===== config.mk =====
export PLATFORM = sky130hd
export DESIGN_NAME = event_timestamp_sample_store
export DESIGN_NICKNAME = d
export VERILOG_FILES = /design/src/capture_store_pkg.sv /design/src/event_timestamp_sample_store.sv
export SDC_FILE = /design/constraint.sdc
export NUM_CORES = 1
export LEC_CHECK = 0
export BUFFER_PORTS_ARGS = -buffer_cell sky130_fd_sc_hd__buf_2
export CAP_MARGIN = 20
export CORE_MARGIN = 2
export CORE_UTILIZATION = 51
export CTS_CLUSTER_SIZE = 14
export DETAILED_ROUTE_END_ITERATION = 10
export GPL_ROUTABILITY_DRIVEN = 0
export PLACE_DENSITY = 0.71
export SETUP_SLACK_MARGIN = 0.05
export SLEW_MARGIN = 20
export SYNTH_ARGS = -nofsm -noshare
export SYNTH_HDL_FRONTEND = slang
export SYNTH_SLANG_ARGS = --single-unit

===== constraint.sdc =====
create_clock -name clk_sys -period 1.45 [get_ports clk_sys]
set_clock_uncertainty 0.1 [all_clocks]
set_input_delay 0.2175 -clock clk_sys [delete_from_list [all_inputs] [get_ports clk_sys]]
set_output_delay 0.2175 -clock clk_sys [all_outputs]
set_load 0.01 [all_outputs]

===== src/capture_store_pkg.sv =====
package capture_store_pkg;

  // ---------------------------------------------------------------
  // Register map (byte addresses)
  // ---------------------------------------------------------------
  localparam logic [15:0] FIFTH_PHASE_OFFSET    = 16'h058c;
  localparam logic [15:0] SIXTH_NANOS_OFFSET    = 16'h0590;
  localparam logic [15:0] SIXTH_SECS_OFFSET     = 16'h0594;
  localparam logic [15:0] SIXTH_PHASE_OFFSET    = 16'h0598;
  localparam logic [15:0] SEVENTH_NANOS_OFFSET  = 16'h059c;
  localparam logic [15:0] SEVENTH_SECS_OFFSET   = 16'h05a0;

  // ---------------------------------------------------------------
  // Field layout
  // ---------------------------------------------------------------
  localparam int NANOS_LSB    = 0;
  localparam int NANOS_WIDTH  = 30;
  localparam int POLARITY_BIT = 30;
  localparam int SECS_WIDTH   = 32;
  localparam int PHASE_LSB    = 0;
  localparam int PHASE_WIDTH  = 3;

  // ---------------------------------------------------------------
  // Reset values
  // ---------------------------------------------------------------
  localparam logic [29:0] NANOS_RESET    = 30'h0000_0000;
  localparam logic [31:0] SECS_RESET     = 32'h0000_0000;
  localparam logic        POLARITY_RESET = 1'b0;
  localparam logic [2:0]  PHASE_RESET    = 3'h0;
  localparam logic [31:0] RDATA_RESET    = 32'h0000_0000;
  localparam logic [31:0] UNMAPPED_VALUE = 32'h0000_0000;

  // ---------------------------------------------------------------
  // Phase codes, one per 8 ns slice of the 40 ns reference period
  // ---------------------------------------------------------------
  localparam logic [2:0] PHASE_CODE_0NS  = 3'h0;
  localparam logic [2:0] PHASE_CODE_8NS  = 3'h1;
  localparam logic [2:0] PHASE_CODE_16NS = 3'h2;
  localparam logic [2:0] PHASE_CODE_24NS = 3'h3;
  localparam logic [2:0] PHASE_CODE_32NS = 3'h4;

  // ---------------------------------------------------------------
  // Capture slot selection on the capture port
  // ---------------------------------------------------------------
  typedef enum logic [1:0] {
    SLOT_FIFTH   = 2'b00,
    SLOT_SIXTH   = 2'b01,
    SLOT_SEVENTH = 2'b10,
    SLOT_NONE    = 2'b11
  } slot_type;

endpackage


===== src/event_timestamp_sample_store.sv =====
// Functional notes
// - Phase register bits 2:0 hold the 8 ns slice within the 40 ns period.
// - Phase codes: 000=0 ns, 001=8 ns, 011=24 ns, 100=32 ns.
// - The 16 ns slice uses code 010; codes 101 to 111 are never stored.
// - Nanoseconds bit 30 shows the triggering edge: 1 rising, 0 falling.
// - Nanoseconds bits 29:0 hold the capture time low word in nanoseconds.
// - Seconds register bits 31:0 hold the capture time in seconds.
// - Unit index pointer selects which unit's nanoseconds and seconds are read.
// - Sixth sample: nanoseconds 0x0590, seconds 0x0594, phase 0x0598, 32 bits each.
// - Seventh sample: nanoseconds 0x059C, seconds 0x05A0; fifth phase at 0x058C.
//
// Implementation choice: the address-and-strobe port.
`timescale 1ns/100ps

module event_timestamp_sample_store (
  input  wire logic        clk_sys,
  input  wire logic        resetn,
  input  wire logic [15:0] reg_addr,
  input  wire logic [31:0] reg_wdata,
  input  wire logic        reg_write,
  input  wire logic        reg_read,
  output logic      [31:0] reg_rdata,
  input  wire logic        unit_index_ptr,
  input  wire logic        capture_strobe,
  input  wire logic        capture_unit,
  input  wire logic [1:0]  capture_slot,
  input  wire logic        capture_rising,
  input  wire logic [29:0] capture_nanos,
  input  wire logic [31:0] capture_secs,
  input  wire logic [2:0]  capture_slice
);

  // ---------------------------------------------------------------
  // State
  // ---------------------------------------------------------------
  // Index order: [unit][slot], slot 0 = sixth sample, slot 1 = seventh.
  // Phase is kept per slot only, since the phase registers are not indexed.
  typedef struct packed {
    logic [1:0][1:0][29:0] nanos;
    logic [1:0][1:0][31:0] secs;
    logic [1:0][1:0]       polarity;
    logic [2:0][2:0]       phase;
    logic [31:0]           rdata;
  } state_type;

  state_type state_reg;
  state_type state_next;

  // ---------------------------------------------------------------
  // Phase encoder
  // ---------------------------------------------------------------
  // Slices above four cannot occur in a 40 ns period; they are stored
  // as code 000 so that a reserved code can never reach software.
  function automatic logic [2:0] encode_phase(input logic [2:0] slice);
    logic [2:0] code;
    code = capture_store_pkg::PHASE_CODE_0NS;
    case (slice)
      3'h1: code = capture_store_pkg::PHASE_CODE_8NS;
      3'h2: code = capture_store_pkg::PHASE_CODE_16NS;
      3'h3: code = capture_store_pkg::PHASE_CODE_24NS;
      3'h4: code = capture_store_pkg::PHASE_CODE_32NS;
      default: code = capture_store_pkg::PHASE_CODE_0NS;
    endcase
    return code;
  endfunction

  // ---------------------------------------------------------------
  // Next state
  // ---------------------------------------------------------------
  always_comb begin
    logic       hit_sixth;
    logic       hit_seventh;
    logic [2:0] phase_code;
    state_next  = state_reg;
    hit_sixth   = capture_strobe && (capture_slot == capture_store_pkg::SLOT_SIXTH);
    hit_seventh = capture_strobe && (capture_slot == capture_store_pkg::SLOT_SEVENTH);
    // Reference slice to code
    // phase code mapping
    phase_code  = encode_phase(capture_slice);

    // Capture: every field of the hit slot loads in the same cycle
    // one event, all fields
    for (int s = 0; s < 3; s++) begin
      if (capture_strobe && (capture_slot == 2'(s))) begin
        state_next.phase[s] = phase_code;
      end
    end
    for (int s = 0; s < 2; s++) begin
      if ((s == 0 && hit_sixth) || (s == 1 && hit_seventh)) begin
        state_next.polarity[capture_unit][s] = capture_rising;
        state_next.nanos[capture_unit][s]    = capture_nanos;
        state_next.secs[capture_unit][s]     = capture_secs;
      end
    end

    // Read port; writes fall through untouched
    // writes ignored, reserved bits zero
    state_next.rdata = state_reg.rdata;
    if (reg_read) begin
      state_next.rdata = capture_store_pkg::UNMAPPED_VALUE;
      case (reg_addr)
        capture_store_pkg::FIFTH_PHASE_OFFSET: begin
          state_next.rdata = {29'h0000_0000, state_reg.phase[0]};
        end
        capture_store_pkg::SIXTH_NANOS_OFFSET: begin
          state_next.rdata = {1'b0, state_reg.polarity[unit_index_ptr][0],
                              state_reg.nanos[unit_index_ptr][0]};
        end
        capture_store_pkg::SIXTH_SECS_OFFSET: begin
          state_next.rdata = state_reg.secs[unit_index_ptr][0];
        end
        capture_store_pkg::SIXTH_PHASE_OFFSET: begin
          state_next.rdata = {29'h0000_0000, state_reg.phase[1]};
        end
        capture_store_pkg::SEVENTH_NANOS_OFFSET: begin
          state_next.rdata = {1'b0, state_reg.polarity[unit_index_ptr][1],
                              state_reg.nanos[unit_index_ptr][1]};
        end
        capture_store_pkg::SEVENTH_SECS_OFFSET: begin
          state_next.rdata = state_reg.secs[unit_index_ptr][1];
        end
        default: begin
          state_next.rdata = capture_store_pkg::UNMAPPED_VALUE;
        end
      endcase
    end
  end

  // ---------------------------------------------------------------
  // Registers
  // ---------------------------------------------------------------
  always_ff @(posedge clk_sys or negedge resetn) begin
    if (!resetn) begin
      for (int u = 0; u < 2; u++) begin
        for (int s = 0; s < 2; s++) begin
          state_reg.nanos[u][s]    <= capture_store_pkg::NANOS_RESET;
          state_reg.secs[u][s]     <= capture_store_pkg::SECS_RESET;
          state_reg.polarity[u][s] <= capture_store_pkg::POLARITY_RESET;
        end
      end
      for (int s = 0; s < 3; s++) begin
        state_reg.phase[s] <= capture_store_pkg::PHASE_RESET;
      end
      state_reg.rdata <= capture_store_pkg::RDATA_RESET;
    end else begin
      state_reg <= state_next;
    end
  end

  // Read data holds between reads; the master samples it only after a read
  assign reg_rdata = state_reg.rdata;
endmodule


* After elaboration in Yosys (flattened, before gate mapping) *
Cells that the tools add are included.
W data, S select, Z words.

word-level totals
  register bits after elaboration = 290
  bits of input ports = 123

operators by class
  order comparisons = 3
  equal/unequal tests = 12
  muxes and demuxes = 28
  reduce and logical (&&, ||, !) cells = 5

operators by type and width
  kind                    count
  $mux W252               2
  $bwmux W128             2
  $bwmux W120             2
  $mux W64                3
  $pmux W32 S6            1
  $mux W60                3
  $demux W64 S1           2
  $demux W60 S1           2
  $eq A16 B11 Y1 const B  6
  $mux W32                1
  $mux W30                1
  $pmux W3 S4             1
  $bwmux W4               2
  $eq A3 B2 Y1 const B    2
  $mux W2                 3
  $demux W2 S1            2
  $logic_and A1 B1 Y1     4
  $lt A1 B2 Y1 const B    2
  $eq A3 B1 Y1 const B    1
  $eq A3 B3 Y1 const B    1
  $eq A2 B1 Y1 const B    1
  $eq A2 B2 Y1 const B    1
  $logic_not A2 Y1        1
  $ge A1 B1 Y1 const B    1
  $mux W1                 1

* Logic depth before layout (Yosys ltp) *
  word-level depth = 8
  depth in mapped cells = 7
  gate-level depth less buffers = 4

* Worst setup path before layout *
Ideal clock, no wire load.

  path kind = input to register
  from = input unit_index_ptr
  to = register state_reg (netlist bit reg_rdata[0])
  library setup time = 0.136 ns
  arrival = 1.401 ns
  required time = 1.214 ns
  path slack = -0.187 ns
  stages = 5
  buffers on the path = 2
  cells stage by stage = buf_2 -> clkbuf_1 -> mux2_2 -> a221oi_1 -> a31oi_1

on the way
  cells in the longest elaborated chain, start to end = 3
  elaborated cells on any way between the ends = 5

ends and longest elaborated chain
  item                                                               line                                                                      source
  start: declaration                                                 event_timestamp_sample_store.sv:23                                        input wire logic unit_index_ptr,
  $mux W64 (not written as such) / $mux W60 (equally long branches)  event_timestamp_sample_store.sv:120, event_timestamp_sample_store.sv:117
  $mux W64 (not written as such) / $mux W60 (equally long branches)  event_timestamp_sample_store.sv:110, event_timestamp_sample_store.sv:107
  $pmux W32 S6 (*)                                                   event_timestamp_sample_store.sv:101                                       case (reg_addr)
  end signal: assignment                                             event_timestamp_sample_store.sv:146                                       state_reg <= state_next;
  end: declaration                                                   event_timestamp_sample_store.sv:46                                        state_type state_reg;

Mark *: on every way between the ends. The rest lies on a longest branch, timed or not. The select of a mux whose other input is x is not followed.
A chain may end at the register's enable or synchronous reset.

* Worst setup path after layout *
  from = register state_reg (netlist bit reg_rdata[4])
  to = output reg_rdata[4]

RTL lines
  item              line                                source
  end: declaration  event_timestamp_sample_store.sv:22  output logic [31:0] reg_rdata,

No word-level cell between the ends.

==> impl_metrics.env <==
export IMPL_antenna_found_initial=1
export IMPL_synth_simple_area_share_pct=3.396
export IMPL_startpoint_type="register"
export IMPL_ir_worst_vdd_mv=0.8658
export IMPL_yosys_mux_area_fraction_pct=31.98
export IMPL_synth_top_family_by_area="multiplexers"
export IMPL_synth_compound_area_share_pct=5.528
export IMPL_cts_buffers=30
export IMPL_async_flop_share_pct=100.0
export IMPL_endpoint_kind="primary output"
export IMPL_path_class="reg -> out"
export IMPL_setup_tns_ns=0
export IMPL_hold_class="in -> async"
export IMPL_maxSlewHeadroom_pct=76.09
export IMPL_grtUsageTotal_pct=22.41
export IMPL_io_pins=155
export IMPL_dieArea_um2=27310
export IMPL_drive_gt1_share_pct=49.62
export IMPL_drt_iter0_drc=577
export IMPL_instances_no_fill=1519
export IMPL_grt_pass1_wl_mm=48.23
export IMPL_place_area_um2=14720
export IMPL_first_pass_iters=4
export IMPL_vias=8489
export IMPL_critPathTopFamily="flip-flops"
export IMPL_path_depth=1
export IMPL_synthCells=937
export IMPL_wl_per_cell_um=19.39
export IMPL_crit_required_ns=1.13
export IMPL_status="complete, no violations"
export IMPL_r2r_start="state_reg[171]"
export IMPL_synth_area_leaders="dfrtp_1 55%, mux2_2 27%, mux2i_1 5.0%"
export IMPL_routed_wl_mm=29.45
export IMPL_drc=0
export IMPL_grt_pass1_vias=9025
export IMPL_ant_nets=0
export IMPL_path_cells="buf_2"
export IMPL_slowest_delay_ns=0.42
export IMPL_synth_flop_cell="dfrtp_1"
export IMPL_syn_area_um2=13260
export IMPL_holdWs_ns=0.01194
export IMPL_clock_latency_ns=0.55
export IMPL_post_place_cells=1379
export IMPL_worst_slew_pin_slew_ns=0.3587
export IMPL_areaGrowthSynthToFinish_pct=24.82
export IMPL_synth_common_cells="318 x mux2_2, 290 x dfrtp_1, 66 x mux2i_1"
export IMPL_ys_warn_count=0
export IMPL_crit_fanout=2
export IMPL_clock_fmax_ghz=0.6912
export IMPL_largest_reg_flops=258
export IMPL_clock_path_buffers=3
export IMPL_yosysTopAreaCell="dfrtp_1"
export IMPL_synth_seq_area_share_pct=54.71
export IMPL_cts_sinks=290
export IMPL_maxSlewViolCount=0
export IMPL_htree_levels=1
export IMPL_leakage_nw=7.396
export IMPL_grt_ovfl_total=0
export IMPL_core_area_um2=25760
export IMPL_fin_area_um2=16560
export IMPL_dieWidth_um=165.3
export IMPL_syn_avg_cell_area_um2=14.16
export IMPL_slowest_stage="dfrtp_1"
export IMPL_cp_arrival_ns=1.13
export IMPL_yosysMostFrequentCell="mux2_2"
export IMPL_path_buf_inv=1
export IMPL_cap_violations=0
export IMPL_synth_cell_types=40
export IMPL_io_buffers=121
export IMPL_hold_viol=0
export IMPL_synth_edff_count=0
export IMPL_ff2ff_path_depth=4
export IMPL_synth_seq_cells=290
export IMPL_synth_fa_ha_area_share_pct=0
export IMPL_start_util_pct=51.48
export IMPL_synth_xor_area_share_pct=0
export IMPL_viasPerCell=5.589
export IMPL_rows=59
export IMPL_finalCriticalPeriod_ns=1.447
export IMPL_die_y_um=165.3
export IMPL_synth_top_area_share_pct=54.71
export IMPL_power_density_nw_per_um2=1308
export IMPL_grt_max_degree=58
export IMPL_final_nets=1286
export IMPL_fin_crit_sh_pct=99.78
export IMPL_rsz0062_at_grt="yes"
export IMPL_cts_tree="built"
export IMPL_cts_root_buf="clkbuf_16"
export IMPL_hpwl_mm=18.51
export IMPL_synth_fp_nets=1060
export IMPL_crit_start="reg_rdata[4]"
export IMPL_setup_viol_count_final=0
export IMPL_path_clk_slew_ns=0.06
-- routing by layer --
metal / vias up / wire length [um] / track usage, %
li1: 3878 / - / -
met1: 4407 / 13090 / 29.70
met2: 159 / 14690 / 39.51
met3: 45 / 1144 / 3.197
met4: 0 / 528 / 4.466
met5: - / 0 / 0
-- logic make-up after synthesis --
logic type | after synthesis
muxes | 384
and+or+nand+nor | 70
AOI/OAI and AO/OA | 98
DFF | 290
buffers and inverters | 95
-- stage by stage --
| stage | worst slack (ns) | utilization (%) | total power, mW |
|---|---|---|---|
| after floorplan | -0.04585 | - | 12.91 |
| after CTS | -0.01876 | 63.88 | 21.82 |
| final | 0.003262 | 64.26 | 21.66 |
| after global routing | -0.03265 | 64.26 | 22.73 |
| after detailed placement | -0.3737 | 57.14 | 14.05 |
| after global placement | -0.3238 | 57.14 | 13.87 |
-- worst reg2reg max path, delay by kind of cell (launching register included) --
family           cells  cell delay [ns]
AO/OA/AOI/OAI        2             0.34
flip-flops           1             0.37
multiplexers         1             0.27
AND/OR/NAND/NOR      1             0.09
-- layout make-up --
class / count / area [um^2]
repair buffers: 287 / 2426
multi-input cells: 552 / 5485
flip-flops and latches: 290 / 7257
clock buffers: 49 / 893.4
well taps: 335 / 419.2
inverters: 2 / 7.507
diodes: 1 / 2.502
clock inverters: 3 / 65.06
fillers: 1929 / 9208
-- timing repair --
item | in CTS | in global routing
hold endpoints to repair | 551 | 0
gates cloned | 0 | 0
setup buffers | 12 | 7
hold buffers | 68 | 0
endpoints found under the setup margin | 32 | 32
gates resized for setup | 2 | 7
-- power breakdown --
group	switching, mW	internal [mW]	leakage, nW	total (mW)
Combinational	1.34	2.25	3.43	3.59
Sequential	0.787	9.73	3.50	10.5
Clock	3.05	4.51	0.466	7.56
Total	5.17	16.5	7.40	21.7
-- final timing paths --
check / to / slack [ns]
min in group clk_sys: state_reg[205] / 0.16
worst min-delay path: state_reg[104] / 0.01
worst max register to register: reg_rdata[30] / 0.18
max in group asynchronous: state_reg[264] / 0.60
worst max-delay path: reg_rdata[4] / 0.003
worst min register to register: state_reg[160] / 0.40
-- cells in the final DEF, fill, tap and decap left out, drive strengths merged, types with 8 or more instances in the layout --
cell / n
mux2i: 66
dfrtp: 290
buf: 219
clkbuf: 49
dlygate4sd3: 68
mux2: 318
nor2: 31
a22oi: 27
a31oi: 29
nand2: 8
o22a: 27
No activity file was read; power rests on OpenSTA's default activity.
